$ cat config.mk
export PLATFORM = sky130hd
export DESIGN_NAME = board_system_register_rom_window
export DESIGN_NICKNAME = d
export VERILOG_FILES = /design/src/rtl/sysreg_pkg.sv /design/src/rtl/sync2.sv /design/src/rtl/board_system_register_rom_window.sv
export SDC_FILE = /design/constraint.sdc
export NUM_CORES = 1
export LEC_CHECK = 0
export BUFFER_PORTS_ARGS = -buffer_cell sky130_fd_sc_hd__buf_4
export CELL_PAD_IN_SITES_DETAIL_PLACEMENT = 2
export CELL_PAD_IN_SITES_GLOBAL_PLACEMENT = 2
export CORE_UTILIZATION = 28
export DETAILED_ROUTE_END_ITERATION = 8
export PLACE_DENSITY_LB_ADDON = 0.1
export SLEW_MARGIN = 15
export SYNTH_ARGS = -nofsm -noshare
export SYNTH_HDL_FRONTEND = slang
export SYNTH_SLANG_ARGS = --single-unit
$ cat constraint.sdc
create_clock -name sys_clk -period 5.2 [get_ports sys_clk]
set_input_delay 0.78 -clock sys_clk [delete_from_list [all_inputs] [get_ports sys_clk]]
set_output_delay 0.78 -clock sys_clk [all_outputs]
set_load 0.05 [all_outputs]
$ cat src/rtl/sysreg_pkg.sv
package sysreg_pkg;
  // field positions of the system control / rom window register
  localparam int rom_lsb = 0;
  localparam int rom_msb = 7;
  localparam int ctl_lsb = 8;
  localparam int ctl_msb = 25;
  localparam int ioh_lsb = 8;
  localparam int ioh_msb = 16;
  localparam int csz_lsb = 17;
  localparam int csz_msb = 18;
  localparam int slip_lsb = 19;
  localparam int slip_msb = 20;
  localparam int wrap_bit = 21;
  localparam int mty_lsb = 22;
  localparam int mty_msb = 24;
  localparam int coff_bit = 25;
  localparam int out_lsb = 26;
  localparam int out_msb = 29;
  localparam int pd_lsb = 26;
  localparam int pd_msb = 27;
  localparam int jmp_lsb = 28;
  localparam int jmp_msb = 31;
  // processor address bits feeding the io address, and the bit that picks the first half of a wrap fill
  localparam int adr_lo = 9;
  localparam int adr_hi = 29;
  localparam int adr_rom_hi = 28;
  localparam int adr_half_bit = 4;
  // control field reset value
  localparam logic [17:0] ctl_reset = 18'h00000;
  localparam logic [3:0] out_reset = 4'h0;
  // cache size codes
  localparam logic [1:0] csz_128k = 2'h0;
  localparam logic [1:0] csz_256k = 2'h1;
  localparam logic [1:0] csz_512k = 2'h2;
  // timing: one slip cycle is one board state-machine cycle
  localparam real slip_ns = 39.6;
  localparam real clk_ns = 20.0;
  localparam int slip_clks = (int'($ceil(slip_ns / clk_ns)) < 1) ? 1 : int'($ceil(slip_ns / clk_ns));

  typedef struct packed {
    logic cache_off;
    logic [2:0] mem_type;
    logic wrap_read;
    logic [1:0] cas_slip;
    logic [1:0] cache_size;
    logic [8:0] io_addr_high;
  } ctl_s;
endpackage

$ cat src/rtl/sync2.sv
`timescale 1ns/1ps
`default_nettype none
module sync2 (
  input wire logic sys_clk,
  input wire logic resetn,
  output logic rst_n
);
  logic stage;
  // two-stage release keeps reset deassertion clean
  always_ff @(posedge sys_clk or negedge resetn) begin
    if (!resetn) begin
      stage <= 1'b0;
      rst_n <= 1'b0;
    end else begin
      stage <= 1'b1;
      rst_n <= stage;
    end
  end
endmodule
`default_nettype wire

$ cat src/rtl/board_system_register_rom_window.sv
`timescale 1ns/1ps
`default_nettype none
// Functional notes
// - claim zone access, keep isa chipset off
// - write stores data bits 29:8 only
// - write bits 29:26 to analyzer outputs
// - read low byte from rom window
// - read bits 25:8 return control fields
// - read bits 31:26 are config inputs
// - bits 16:8 form io address 31:23
// - cache size code selects 128/256/512 kb
// - slip adds 0..3 cycles per read cas
// - wrap bit picks first half of fill
// - cache off disables probes, dma to dram
// - jumpers read on bits 31:28, low fitted
// - config one separates 16 mb modules
// - rom top address high or io bit 21
// - one rom socket enabled, zero default
module board_system_register_rom_window #(
  parameter int slip_max = 3
) (
  input wire logic sys_clk,
  input wire logic resetn,
  // io state machine access
  input wire logic zone_select,
  input wire logic reg_write,
  input wire logic reg_read,
  input wire logic [33:0] cpu_addr,
  input wire logic [31:0] wr_data,
  output logic [31:0] rd_data,
  output logic zone_claim_n,
  // debug rom sockets
  output logic [31:0] io_addr,
  input wire logic [7:0] io_data,
  input wire logic rom_size_1mb,
  input wire logic rom_select_one,
  output logic rom_top_addr,
  output logic rom_socket_zero_en_n,
  output logic rom_socket_one_en_n,
  // board configuration
  input wire logic [1:0] simm_presence_detect,
  input wire logic [3:0] sys_config_n,
  output logic [3:0] analyzer_out,
  // memory controller interface
  input wire logic fill_start,
  input wire logic fill_second_cas,
  output logic [1:0] cas_slip_left,
  output logic slip_busy,
  output logic first_half_high,
  output logic cache_probe_en,
  output logic dma_to_dram,
  output logic [1:0] cache_size,
  output logic [2:0] mem_type,
  output logic simm_16mb
);
  logic rst_n;
  sysreg_pkg::ctl_s ctl;
  logic [3:0] out_q;
  logic [7:0] slip_cnt;
  logic [1:0] slip_rem;
  logic [31:0] read_word;

  sync2 reset_sync (
    .sys_clk(sys_clk),
    .resetn(resetn),
    .rst_n(rst_n)
  );

  ////////////////////////////////////////////////////////////////////////
  // decode and rom window
  // claim follows the zone decode combinationally so the chipset sees it in time
  assign zone_claim_n = !(zone_select && (reg_read || reg_write));
  // upper bits come from the register, lower from the processor address
  assign io_addr = {ctl.io_addr_high, cpu_addr[sysreg_pkg::adr_hi:sysreg_pkg::adr_lo], 2'h0};
  // 512 kb parts want the top pin pulled high
  assign rom_top_addr = rom_size_1mb ? io_addr[21] : 1'b1;
  // both enables are never low together, avoiding drive contention
  assign rom_socket_zero_en_n = !(zone_select && reg_read && !rom_select_one);
  assign rom_socket_one_en_n = !(zone_select && reg_read && rom_select_one);

  ////////////////////////////////////////////////////////////////////////
  // control fields
  // low byte of write data is dropped on purpose
  always_ff @(posedge sys_clk or negedge rst_n) begin
    if (!rst_n) begin
      ctl <= sysreg_pkg::ctl_reset;
    end else if (zone_select && reg_write) begin
      ctl <= wr_data[sysreg_pkg::ctl_msb:sysreg_pkg::ctl_lsb];
    end
  end

  // analyzer outputs are write only, never fed back to reads
  always_ff @(posedge sys_clk or negedge rst_n) begin
    if (!rst_n) begin
      out_q <= sysreg_pkg::out_reset;
    end else if (zone_select && reg_write) begin
      out_q <= wr_data[sysreg_pkg::out_msb:sysreg_pkg::out_lsb];
    end
  end
  assign analyzer_out = out_q;

  ////////////////////////////////////////////////////////////////////////
  // read path
  always_comb begin
    read_word = 32'h00000000;
    read_word[sysreg_pkg::rom_msb:sysreg_pkg::rom_lsb] = io_data;
    read_word[sysreg_pkg::ctl_msb:sysreg_pkg::ctl_lsb] = ctl;
    read_word[sysreg_pkg::pd_msb:sysreg_pkg::pd_lsb] = simm_presence_detect;
    read_word[sysreg_pkg::jmp_msb:sysreg_pkg::jmp_lsb] = sys_config_n;
  end

  // read data is registered one cycle after the read strobe
  always_ff @(posedge sys_clk or negedge rst_n) begin
    if (!rst_n) begin
      rd_data <= 32'h00000000;
    end else if (zone_select && reg_read) begin
      rd_data <= read_word;
    end
  end

  ////////////////////////////////////////////////////////////////////////
  // memory controller controls
  assign cache_size = ctl.cache_size;
  assign mem_type = ctl.mem_type;
  // fitted jumper pulls the line low and means 16 mb modules
  assign simm_16mb = !sys_config_n[1];
  assign cache_probe_en = !ctl.cache_off;
  assign dma_to_dram = ctl.cache_off;
  // wrap off always returns the low half first
  assign first_half_high = ctl.wrap_read && cpu_addr[sysreg_pkg::adr_half_bit];

  // slip counter: each slip is a board cycle expressed in sys_clk ticks
  // only read fills load it, so writes are never slowed
  always_ff @(posedge sys_clk or negedge rst_n) begin
    if (!rst_n) begin
      slip_rem <= 2'h0;
      slip_cnt <= 8'h00;
    end else if (fill_start || fill_second_cas) begin
      slip_rem <= ctl.cas_slip;
      slip_cnt <= 8'(sysreg_pkg::slip_clks - 1);
    end else if (slip_rem != 2'h0) begin
      if (slip_cnt == 8'h00) begin
        slip_rem <= slip_rem - 2'h1;
        slip_cnt <= 8'(sysreg_pkg::slip_clks - 1);
      end else begin
        slip_cnt <= slip_cnt - 8'h01;
      end
    end
  end
  assign cas_slip_left = slip_rem;
  assign slip_busy = (slip_rem != 2'h0);

  ////////////////////////////////////////////////////////////////////////
  // checks
  // zone claim: low exactly while an access of our zone stands, so the chipset never answers twice
  a_claim_on_access: assert property (@(posedge sys_clk) disable iff (!rst_n)
    (zone_select && (reg_read || reg_write)) |-> !zone_claim_n) else $error("claim missing");
  a_claim_idle: assert property (@(posedge sys_clk) disable iff (!rst_n)
    !(zone_select && (reg_read || reg_write)) |-> zone_claim_n) else $error("claim outside zone access");

  // write side: control fields and analyzer outputs take the strobed word, and the analyzer outputs then hold
  a_write_stores_ctl: assert property (@(posedge sys_clk) disable iff (!rst_n)
    (zone_select && reg_write) |=> ctl == $past(wr_data[25:8])) else $error("ctl not written");
  a_analyzer_write: assert property (@(posedge sys_clk) disable iff (!rst_n)
    (zone_select && reg_write) |=> analyzer_out == $past(wr_data[29:26])) else $error("analyzer bad");
  a_analyzer_hold: assert property (@(posedge sys_clk) disable iff (!rst_n)
    !(zone_select && reg_write) |=> $stable(analyzer_out)) else $error("analyzer changed without write");
  a_cache_size_write: assert property (@(posedge sys_clk) disable iff (!rst_n)
    (zone_select && reg_write) |=> cache_size == $past(wr_data[18:17])) else $error("cache size not written");
  a_mem_type_write: assert property (@(posedge sys_clk) disable iff (!rst_n)
    (zone_select && reg_write) |=> mem_type == $past(wr_data[24:22])) else $error("memory type not written");

  // read side: one registered word, held until the next read strobe
  a_read_rom_byte: assert property (@(posedge sys_clk) disable iff (!rst_n)
    (zone_select && reg_read) |=> rd_data[7:0] == $past(io_data)) else $error("rom byte bad");
  a_read_ctl_back: assert property (@(posedge sys_clk) disable iff (!rst_n)
    (zone_select && reg_read) |=> rd_data[25:8] == $past(ctl)) else $error("ctl readback bad");
  a_read_hold: assert property (@(posedge sys_clk) disable iff (!rst_n)
    !(zone_select && reg_read) |=> $stable(rd_data)) else $error("read data changed without read");
  a_read_config: assert property (@(posedge sys_clk) disable iff (!rst_n)
    (zone_select && reg_read) |=> rd_data[31:26] == $past({sys_config_n, simm_presence_detect}))
    else $error("config readback bad");
  a_read_jumpers: assert property (@(posedge sys_clk) disable iff (!rst_n)
    (zone_select && reg_read) |=> rd_data[31:28] == $past(sys_config_n)) else $error("jumper readback bad");

  // io address and rom sockets
  a_io_high_bits: assert property (@(posedge sys_clk) disable iff (!rst_n)
    io_addr[31:23] == ctl[8:0]) else $error("io high bits bad");
  a_io_low_bits: assert property (@(posedge sys_clk) disable iff (!rst_n)
    io_addr[22:2] == cpu_addr[29:9]) else $error("io low bits bad");
  a_rom_top_pin: assert property (@(posedge sys_clk) disable iff (!rst_n)
    !rom_size_1mb |-> rom_top_addr) else $error("rom top pin not high");
  a_rom_top_1mb: assert property (@(posedge sys_clk) disable iff (!rst_n)
    rom_size_1mb |-> rom_top_addr == io_addr[21]) else $error("rom top pin not from io address");
  a_one_socket: assert property (@(posedge sys_clk) disable iff (!rst_n)
    !(!rom_socket_zero_en_n && !rom_socket_one_en_n)) else $error("two sockets enabled");
  a_socket_idle: assert property (@(posedge sys_clk) disable iff (!rst_n)
    !(zone_select && reg_read) |-> (rom_socket_zero_en_n && rom_socket_one_en_n))
    else $error("socket enabled outside read");

  // cache and memory controls
  a_cache_off_probe: assert property (@(posedge sys_clk) disable iff (!rst_n)
    ctl.cache_off |-> (!cache_probe_en && dma_to_dram)) else $error("cache not ignored");
  a_cache_on_probe: assert property (@(posedge sys_clk) disable iff (!rst_n)
    !ctl.cache_off |-> (cache_probe_en && !dma_to_dram)) else $error("cache ignored while on");
  a_jumper_16mb: assert property (@(posedge sys_clk) disable iff (!rst_n)
    simm_16mb == !sys_config_n[1]) else $error("module size flag bad");
  a_nowrap_low_first: assert property (@(posedge sys_clk) disable iff (!rst_n)
    !ctl.wrap_read |-> !first_half_high) else $error("wrap off not low first");
  a_wrap_half: assert property (@(posedge sys_clk) disable iff (!rst_n)
    ctl.wrap_read |-> first_half_high == cpu_addr[4]) else $error("wrap on not requested half");

  // slip counter: loads on each read cas, then steps down once per board cycle
  a_slip_zero_idle: assert property (@(posedge sys_clk) disable iff (!rst_n)
    ((fill_start || fill_second_cas) && ctl.cas_slip == 2'h0 && !ctl.cache_off) |=> !slip_busy)
    else $error("slip without setting");
  a_slip_load: assert property (@(posedge sys_clk) disable iff (!rst_n)
    (fill_start || fill_second_cas) |=> cas_slip_left == $past(ctl.cas_slip)) else $error("slip not loaded");
  a_slip_step: assert property (@(posedge sys_clk) disable iff (!rst_n)
    (!(fill_start || fill_second_cas) && slip_busy && slip_cnt == 8'h00)
    |=> cas_slip_left == $past(cas_slip_left) - 2'h1) else $error("slip did not step");
  a_slip_range: assert property (@(posedge sys_clk) disable iff (!rst_n)
    cas_slip_left <= slip_max) else $error("slip count out of range");
endmodule
`default_nettype wire

==> qor.yml, run 1 <==
status:
  outcome: "finished clean"
place:
  numPortBuffers: 108
  place.gp.congestion: 0.691
  dp_hpwl_um: 5070
setup_path:
  cp-end-kind: "output port"
  crit_fanout: 35
  crit_required_ns: 4.42
  startpoint_type: "input pin"
  crit_type: "in -> out"
  cp.arrival_ns: 1.74
  r2r_cells: 3
power_and_ir_drop:
  internal_power_mw: 1.03
  p_leak_nw: 1.80
  clockPowerShare: 0.257
  powerDensity_mw_per_mm2: 433
  p_seq_frac: 0.387
  ir_drop_mv: 0.136
  combPwrFrac: 0.356
  switchingPower_uw: 645
  sw_frac_of_total: 0.385
  total_power_mw: 1.68
global_routing:
  grt_pass1_vias: 2193
  grt_usage: 0.133
  grt_pass1_wl_um: 11200
  antenna_found_initial: 0
  overflow: 0
  grt_start_max_net_pins: 36
detailed_routing:
  drc: 0
  drt_iter0_markers: 33
  vias: 2054
  viasPerCell: 4.55
  wl_per_cell_um: 15.4
  dr.pass1.iters: 2
  routed_wl_um: 6940
  ant_nets: 0
floorplanning:
  die_w_um: 105
  fp.dieH_um: 105
  initial_core_util: 0.289
  coreArea_sq_mm: 0.0103
  dieArea_sq_mm: 0.0111
  rows: 37
  io_pins: 173
clock_network:
  post-cts-setup-buffer-count: 0
  clk_latency_ns: 0.34
  numCtsBuffers: 9
  clk_pin_slew_ns: 0.07
  htree_levels: 3
  clock-root-buffer: "clkbuf_8"
  clockBufferDepth: 2
  cts-hold-fix-buffers: 0
  post_cts_resized: 0
  cts_tree: "yes"
  cts_sinks: 66
yosys:
  synthCells: 233
  synthesis.area_sq_mm: 0.00299
  avgSynthCellArea_sq_um: 12.8
  yosys_warnings: 0
  synth_seq_area_share: 0.553
  ys_seq_elements: 66
  netlist-cell-type-count: 35
timing:
  max_freq_mhz: 396
  hold_viol: 0
  rsz0062_at_grt: "false"
  layout_worst_path_cycle_share: 0.485
  post-route-min-period_ns: 2.52
  worst_pin_slew_ns: 1.05
  max-slew-margin-rel: 0.298
  tns_ns: 0
  setup_violations: 0
  fin_worst_skew_ns: 0.00711
  slew_viol_final: 0
cells_and_area:
  antenna_cells: 0
  final_nets: 402
  fill_cells: 1102
  drive_above_1_share: 0.587
  multi_input_area_sq_um: 995
  regArea_sq_mm: 0.00165
  syn_to_final_growth_pct: 29.7
job:
  maxCapViolations: 0
hold_path:
  hold_class: "in -> async"
==> cell type report <==
class | instances | share of cell area
repair buffers | 110 | 0.213
multi-input cells | 114 | 0.257
clock buffers | 11 | 0.0365
inverters | 9 | 0.00872
well taps | 136 | 0.0439
clock inverters | 5 | 0.0139
flip-flops and latches | 66 | 0.427
==> cells in the mapped netlist, drive strengths merged <==
master   number  area share
conb          2      0.0025
nor4          3      0.0063
clkbuf        6      0.0080
and2          1      0.0021
nand2b        1      0.0021
buf          39       0.096
o2bb2ai       1      0.0029
mux2i         2      0.0067
or2           3      0.0063
dfrtp        66        0.55
o32ai         1      0.0029
o311ai        1      0.0029
nand3         2      0.0034
or3b          2      0.0059
nand4         2      0.0042
a21oi         3      0.0050
o31ai         4       0.010
o41ai         1      0.0029
a31oi         2      0.0042
o211ai        1      0.0025
o21ai         4      0.0067
a2bb2oi       1      0.0029
ha            3       0.013
or4           3      0.0075
nor3b         2      0.0050
mux2         52        0.20
nand2         6      0.0075
or3           4      0.0092
inv           9       0.011
a311o         1      0.0034
nor4b         1      0.0029
nor2          4      0.0050
==> cells by family (layout without fill, tap and decap cells) <==
kind of cell | after synthesis | after routing | synth area share
AOI/OAI and AO/OA | 20 | 20 | 0.0465
adders and majority gates | 3 | 3 | 0.0126
buffers and inverters | 54 | 135 | 0.115
DFF | 66 | 66 | 0.553
muxes | 54 | 54 | 0.203
other | 2 | 3 | 0.00252
and+or+nand+nor | 34 | 34 | 0.0675
==> critical path, cell delays in order <==
cell	delay, ns
buf_4	0.12
nand2_1	0.06
buf_4	0.40
or2_2	0.19
buf_4	0.19
==> path summary, 6_finish.rpt <==
kind | slack (ns) | start | endpoint
min in group sys_clk | 0.36 | reset_sync.stage$_DFF_PN0_ | reset_sync.rst_n$_DFF_PN0_
hold / removal | 0.21 | resetn | reset_sync.stage$_DFF_PN0_
setup reg to reg | 3.09 | slip_cnt[4]$_DFFE_PN0P_ | slip_cnt[1]$_DFFE_PN0P_
hold reg to reg | 0.35 | reset_sync.rst_n$_DFF_PN0_ | analyzer_out[1]$_DFFE_PN0P_
setup / recovery | 2.68 | reg_read | rom_socket_zero_en_n
max in group asynchronous | 3.94 | reset_sync.rst_n$_DFF_PN0_ | mem_type[1]$_DFFE_PN0P_
==> layer usage <==
metal  global-route usage  vias up  share of wire
met5                    0        -              0
met4               0.0604        0          0.010
met3               0.0371        6          0.069
met2                0.203       70           0.49
met1                0.173     1044           0.43
li1                     -      934              -
==> stage by stage <==
| stage | instance area [sq um] | std cells | setup slack [ns] | util | hold slack [ns] |
|---|---|---|---|---|---|
| after floorplan | 2990 | 234 | 2.54 | - | 0.331 |
| after global placement | 3680 | 435 | 2.66 | 0.356 | 0.338 |
| after detailed placement | 3680 | 435 | 2.64 | 0.356 | 0.346 |
| after CTS | 3870 | 451 | 2.63 | 0.375 | 0.178 |
| after global routing | 3870 | 451 | 2.59 | 0.375 | 0.179 |
| final | 3870 | 451 | 2.68 | 0.375 | 0.208 |
==> registers in the layout, indices dropped and copies added (netlist names) <==
name,cells
analyzer_out,4
io_addr,9
ctl,3
cache_size,2
cas_slip_left,2
slip_cnt,8
reset_sync.rst_n,1
mem_type,3
rd_data,32
dma_to_dram,1
reset_sync.stage,1
==> power by group through the flow <==
stage / Clock, mW / Sequential [mW] / Combinational (mW)
final: 0.430 / 0.649 / 0.597
after global routing: 0.471 / 0.662 / 0.625
after CTS: 0.452 / 0.651 / 0.606
after detailed placement: 0 / 0.661 / 0.605
after global placement: 0 / 0.656 / 0.599
after floorplan: 0 / 0.858 / 0.268
==> cell usage in the layout, fill, tap and decap left out, types with 2 or more instances in the layout <==
| master | n |
|---|---|
| buf_4 | 110 |
| dfrtp_1 | 65 |
| mux2_2 | 52 |
| clkbuf_8 | 10 |
| inv_1 | 9 |
| nand2_1 | 6 |
| o21ai_0 | 4 |
| nor2_1 | 4 |
| o31ai_1 | 4 |
| or2_2 | 3 |
| or4_1 | 3 |
| nor4_1 | 3 |
| a21oi_1 | 3 |
| ha_1 | 3 |
| conb_1 | 3 |
| clkinv_2 | 3 |
| nand3_1 | 2 |
| or3b_2 | 2 |
| nor3b_1 | 2 |
| nand4_1 | 2 |
| a31oi_1 | 2 |
| mux2i_1 | 2 |
| or3_2 | 2 |
| or3_1 | 2 |
Note: power is estimated with default switching activity, not from simulation.
==> run 2, diff against run 1 <==
--- a/config.mk
+++ b/config.mk
@@ -8,7 +8,7 @@
 export BUFFER_PORTS_ARGS = -buffer_cell sky130_fd_sc_hd__buf_4
 export CELL_PAD_IN_SITES_DETAIL_PLACEMENT = 2
 export CELL_PAD_IN_SITES_GLOBAL_PLACEMENT = 2
-export CORE_UTILIZATION = 28
+export CORE_UTILIZATION = 26
 export DETAILED_ROUTE_END_ITERATION = 8
 export PLACE_DENSITY_LB_ADDON = 0.1
 export SLEW_MARGIN = 15
==> constraint.sdc (replaced) <==
create_clock -name sys_clk -period 2.5 [get_ports sys_clk]
set_input_delay 0.375 -clock sys_clk [delete_from_list [all_inputs] [get_ports sys_clk]]
set_output_delay 0.375 -clock sys_clk [all_outputs]
set_load 0.05 [all_outputs]
==> run 2 against run 1 <==
Against the previous run: clock power grew to 2.7 times the previous value; clock skew is 0.0017 ns lower; flip-flop and latch count stayed put; design area is 3.5% higher; final cell count is 2.0% higher; critical path type is now reg -> reg; critical endpoint is now cas_slip_left[1]$_DFFE_PN0P_; largest power group unchanged.
==> qor.yml, run 2 (synthesis gave the netlist of run 1 again) <==
setup_path:
  crit_path_cell_trace: "inv_1 > ha_1 > or3b_2 > or4_1 > a31oi_1"
  critPathMaxStageDelay_ns: 0.56  # +0.16 ns
  critical_path_depth: 5  # unchanged
  startpoint_type: "flop"
  cp.arrival_ns: 2.18  # +0.44 ns
  endpoint: "cas_slip_left[1]$_DFFE_PN0P_"
  cpMaxStageDelayCell: "or3b_2"
  crit_fanout: 6  # -83%
  cpLargestDelayFamily: "simple AND/OR/NAND/NOR gates"
  crit_type: "reg -> reg"
  cp-end-kind: "flop"
  timing.rr.end: "cas_slip_left[1]$_DFFE_PN0P_"
  r2r_start: "cas_slip_left[0]$_DFFE_PN0P_"
  worst-path-buf-inv: 1  # -2
  crit_required_ns: 2.75  # -1.67 ns
  crit_start: "cas_slip_left[0]$_DFFE_PN0P_"
  r2r_slack_ns: 0.57  # -2.52 ns
  r2r_cells: 5  # +2
cells_and_area:
  layout_common_cells: "buf_4, dfrtp_1, mux2_2, inv_1, clkbuf_16"
  largest_reg_flops: 32  # unchanged
  antenna_cells: 0  # unchanged
  syn_to_final_growth_pct: 34.3
  final_common_cell: "buf_4"
  fill_cells: 1178  # +6.9%
  drive_above_1_share: 0.594  # +0.00645
  postLayoutCellArea_sq_mm: 0.00401  # +3.5%
  final_nets: 407  # +1.2%
  regMostFlops: "rd_data"
place:
  numPortBuffers: 108  # unchanged
  place.gp.congestion: 0.673  # -2.6%
  dpl_cell_area_sq_mm: 0.00373  # +1.4%
  dp_hpwl_um: 5140  # +1.3%
timing:
  rsz0062_at_grt: "false"
  max_freq_mhz: 518
  setup_violations: 0  # unchanged
  layout_worst_path_cycle_share: 0.772
  fin_worst_skew_ns: 0.00541  # -0.00170 ns
  max-slew-margin-rel: 0.559  # +0.261
  hold_viol: 0  # unchanged
  worst_pin_slew_ns: 0.662  # -0.389 ns
  slew_viol_final: 0  # unchanged
  post-route-min-period_ns: 1.93
  tns_ns: 0  # unchanged
global_routing:
  grt_usage: 0.126  # -0.00645
  antenna_found_initial: 0  # unchanged
  overflow: 0  # unchanged
  grt_pass1_wl_um: 11100  # -0.55%
  grt_start_max_net_pins: 38  # +5.6%
  grt_pass1_vias: 2155  # -1.7%
clock_network:
  post-cts-setup-buffer-count: 0  # unchanged
  clk_latency_ns: 0.32  # -0.02 ns
  cts_sinks: 66  # unchanged
  cts_tree: "yes"
  clk_pin_slew_ns: 0.06  # about the same
  numCtsBuffers: 9  # unchanged
  cts-hold-fix-buffers: 1  # +1
  post_cts_resized: 0  # unchanged
  clockBufferDepth: 2  # unchanged
  clock-root-buffer: "clkbuf_16"
  htree_levels: 3  # unchanged
floorplanning:
  dieArea_sq_mm: 0.0119  # +7.5%
  die_w_um: 109  # +3.7%
  fp.dieH_um: 109  # +3.7%
  initial_core_util: 0.271  # -0.0185
  coreArea_sq_mm: 0.0110  # +6.8%
  rows: 38  # +2.7%
  io_pins: 173  # unchanged
detailed_routing:
  viasPerCell: 4.40  # -3.3%
  vias: 2025  # -1.4%
  ant_nets: 0  # unchanged
  drt_iter0_markers: 39  # +18%
  routed_wl_um: 7090  # +2.2%
  dr.pass1.iters: 3  # +1
  wl_per_cell_um: 15.4  # +0.21%
  drc: 0  # unchanged
power_and_ir_drop:
  ir_drop_mv: 0.393  # +190%
  p_leak_nw: 1.86  # +3.1%
  powerDensity_mw_per_mm2: 937  # +120%
hold_path:
  hold_class: "in -> reg"
status:
  outcome: "finished clean"
job:
  maxCapViolations: 0  # unchanged
run 2: changes by cell type in the layout (fill, tap and decap cells not counted):
cell	delta
buf_12	+1
buf_4	+3
bufinv_16	-1
clkbuf_16	+9
clkbuf_8	-10
clkinv_2	-1
clkinvlp_4	+2
dlygate4sd3_1	+1
inv_6	+1
nand2_1	-1
nand2_2	+1
run 2: where the power goes:
group	leakage (nW)	total (mW)	switching, mW	internal, mW
clock network	0.129	1.16	0.483	0.673
logic	0.941	1.25	0.820	0.429
registers	0.788	1.35	0.112	1.24
run 2: layout make-up:
cell class                      instances  area [sq um]  area share
Clock buffer                           10           229      0.0571
Clock inverter                          6          42.5      0.0106
Inverter                                9          33.8     0.00843
Multi-Input combinational cell        114           997       0.249
Sequential cell                        66          1650       0.412
Tap cell                              140           175      0.0437
Timing Repair Buffer                  115           878       0.219
run 2: per-stage QoR:
stage	power (mW)	util	setup WS (ns)	std cells	hold WS, ns
2_1_floorplan	2.34	-	0.370	234	0.0794
3_3_place_gp	2.62	0.338	0.589	443	0.158
3_5_place_dp	2.64	0.338	0.544	443	0.160
4_1_cts	3.84	0.363	0.552	460	0.266
5_1_grt	3.95	0.363	0.475	460	0.269
6_report	3.76	0.363	0.570	460	0.281
run 2: worst min-delay path by stage:
stage                startpoint                           to  slack, ns  cells after the start
floorplan                resetn   reset_sync.rst_n$_DFF_PN0_       0.08                      0
global placement         resetn   reset_sync.stage$_DFF_PN0_       0.16                      1
detailed placement       resetn   reset_sync.stage$_DFF_PN0_       0.16                      1
CTS                 wr_data[28]  analyzer_out[2]$_DFFE_PN0P_       0.27                      2
global route        wr_data[19]          ctl[11]$_DFFE_PN0P_       0.27                      2
finish              wr_data[19]          ctl[11]$_DFFE_PN0P_       0.28                      2
run 2: metal layers:
layer	GRT usage	routed length [um]	vias up	part of all wire
met2	0.189	3230	89	0.46
li1	-	-	938	-
met3	0.0436	613	7	0.086
met4	0.0492	72	0	0.010
met1	0.166	3170	991	0.45
met5	0	0	-	0
==> run 3, diff against run 2 <==
--- a/config.mk
+++ b/config.mk
@@ -8,7 +8,7 @@
 export BUFFER_PORTS_ARGS = -buffer_cell sky130_fd_sc_hd__buf_4
 export CELL_PAD_IN_SITES_DETAIL_PLACEMENT = 2
 export CELL_PAD_IN_SITES_GLOBAL_PLACEMENT = 2
-export CORE_UTILIZATION = 26
+export CORE_UTILIZATION = 23
 export DETAILED_ROUTE_END_ITERATION = 8
 export PLACE_DENSITY_LB_ADDON = 0.1
 export SLEW_MARGIN = 15
==> constraint.sdc (replaced) <==
create_clock -name sys_clk -period 1.7 [get_ports sys_clk]
set_input_delay 0.255 -clock sys_clk [delete_from_list [all_inputs] [get_ports sys_clk]]
set_output_delay 0.255 -clock sys_clk [all_outputs]
set_load 0.05 [all_outputs]
==> run 3 against run 2 <==
Against the previous run: sequential power is 47% higher; worst hold slack worse by 0.14 ns; flip-flop and latch count stayed put; core utilization is 2.1 points lower; routed wire length is 8.4% higher; first-iteration DRC count is 7.7% higher; clock skew is 0.0013 ns higher; largest power group is now the clock network.
==> qor.yml, run 3 (synthesis gave the netlist of run 1 again) <==
detailed_routing:
  ant_nets: 0  # unchanged
  met1_length_um: 3280  # +3.2%
  wl_per_cell_um: 15.2  # -1.6%
  vias: 2141  # +5.7%
  viasPerCell: 4.22  # -4.1%
  dr.pass1.iters: 4  # +1
  drt_iter0_markers: 42  # +7.7%
  top_layer_used: "met4"
  routed_wl_um: 7690  # +8.4%
  met3WireLength_um: 525  # -14%
  wl_met2_um: 3730  # +15%
  drc: 0  # unchanged
power_and_ir_drop:
  powerDensity_mw_per_mm2: 1410  # +50%
  p_leak_nw: 1.98  # +6.4%
  ir_drop_mv: 0.428  # +8.8%
timing:
  layout_worst_path_cycle_share: 0.987  # +0.215
  hold_viol: 0  # unchanged
  max_freq_mhz: 596  # +15%
  fin_worst_skew_ns: 0.00671  # +0.00130 ns
  rsz0062_at_grt: "true"
  tns_ns: 0  # unchanged
  slew_viol_final: 0  # unchanged
  worst_slack_ns: 0.0222  # -0.548 ns
  setup_violations: 0  # unchanged
  post-route-min-period_ns: 1.68  # -0.252 ns
  holdWs_ns: 0.140  # -0.141 ns
clock_network:
  clock-root-buffer: "clkbuf_16"
  clk_latency_ns: 0.34  # +0.02 ns
  htree_levels: 3  # unchanged
  cts_sinks: 66  # unchanged
  cts_tree: "yes"
  clockBufferDepth: 2  # unchanged
  numCtsBuffers: 9  # unchanged
  clk_pin_slew_ns: 0.06  # about the same
cells_and_area:
  antenna_cells: 0  # unchanged
  regMostFlops: "rd_data"
  largest_reg_flops: 32  # unchanged
  layout_common_cells: "buf_4, dfrtp_1, mux2_2, clkbuf_16, nand2_1"
  final_nets: 422  # +3.7%
  drive_above_1_share: 0.657  # +0.0630
  final_common_cell: "buf_4"
  syn_to_final_growth_pct: 44.7
setup_path:
  crit_required_ns: 1.95  # -0.80 ns
  cp-end-kind: "flop"
  startpoint_type: "flop"
  cp.arrival_ns: 1.93  # -0.25 ns
  cpLargestDelayFamily: "simple AND/OR/NAND/NOR gates"
  crit_path_cell_trace: "or4_4 > or4_1 > a31oi_1"
  crit_fanout: 4  # -2
  crit_type: "reg -> reg"
  critPathMaxStageDelay_ns: 0.58  # +0.02 ns
  worst-path-buf-inv: 0  # -1
  cpMaxStageDelayCell: "or4_4"
floorplanning:
  rows: 41  # +7.9%
  coreArea_sq_mm: 0.0126  # +14%
  fp.dieH_um: 116  # +6.2%
  initial_core_util: 0.237  # -0.0341
  dieArea_sq_mm: 0.0134  # +13%
  io_pins: 173  # unchanged
  die_w_um: 116  # +6.2%
place:
  place.gp.congestion: 0.686  # +2.0%
  dp_hpwl_um: 5590  # +8.8%
  post-place-ws_ns: -0.0908  # -0.635 ns
  numPortBuffers: 108  # unchanged
hold_path:
  hold_class: "reg -> async"
global_routing:
  overflow: 0  # unchanged
  grt_start_max_net_pins: 25  # -34%
  grt_pass1_vias: 2233  # +3.6%
  grt_pass1_wl_um: 11800  # +6.0%
  antenna_found_initial: 0  # unchanged
  grt_usage: 0.121  # -0.00552
job:
  maxCapViolations: 0  # unchanged
status:
  outcome: "finished clean"
## run 3: cell type report
| class | count | area [sq um] |
|---|---|---|
| clock buffers | 11 | 233 |
| clock inverters | 5 | 103 |
| flip-flops and latches | 66 | 1660 |
| repair buffers | 130 | 1010 |
| well taps | 172 | 215 |
| fillers | 1386 | 8300 |
| multi-input cells | 114 | 1070 |
| inverters | 9 | 37.5 |
## run 3: per-layer routing
layer / global-route usage / vias up
li1: - / 974
met1: 0.149 / 1084
met2: 0.188 / 69
met3: 0.0377 / 14
met4: 0.0658 / 0
met5: 0 / -
## run 3: what timing repair did
| action | CTS | global route |
|---|---|---|
| gates resized for setup | 7 | 12 |
| pin swaps | 2 | 1 |
| endpoints found under the setup margin | 7 | 8 |
| setup buffers | 1 | 0 |
| hold buffers | 1 | 0 |
| endpoints found under the hold margin | 2 | 0 |
## run 3: power breakdown
group / leakage, nW / internal (mW) / switching (mW) / total [mW]
combinational: 1.03 / 0.698 / 1.26 / 1.96
sequential: 0.786 / 1.82 / 0.151 / 1.98
clock: 0.160 / 1.43 / 0.711 / 2.14
## run 3: metrics by stage
stage	area (sq um)	utilization	total power [mW]	cells
after floorplan	3000	-	3.45	234
after global placement	3890	0.309	3.92	489
after detailed placement	3890	0.309	3.95	489
after CTS	4280	0.339	6.18	507
after global routing	4320	0.342	6.35	507
final	4320	0.342	6.08	507
## run 3: path summary, 6_finish.rpt
check	startpoint	endpoint	slack (ns)	depth (start not counted)
worst max register to register	slip_cnt[4]$_DFFE_PN0P_	cas_slip_left[1]$_DFFE_PN0P_	0.02	3
worst min register to register	reset_sync.rst_n$_DFF_PN0_	io_addr[25]$_DFFE_PN0P_	0.14	0
worst max-delay path	slip_cnt[4]$_DFFE_PN0P_	cas_slip_left[1]$_DFFE_PN0P_	0.02	3
max in group asynchronous	reset_sync.rst_n$_DFF_PN0_	cas_slip_left[0]$_DFFE_PN0P_	0.96	1
worst min-delay path	reset_sync.rst_n$_DFF_PN0_	io_addr[25]$_DFFE_PN0P_	0.14	0
min in group sys_clk	simm_presence_detect[1]	rd_data[27]$_DFFE_PN0P_	0.14	2
## run 3: worst reg2reg max path, stage by stage (launching register included)
cell and delay (ns):
dfrtp_1 0.38, or4_4 0.58, or4_1 0.49, a31oi_1 0.14
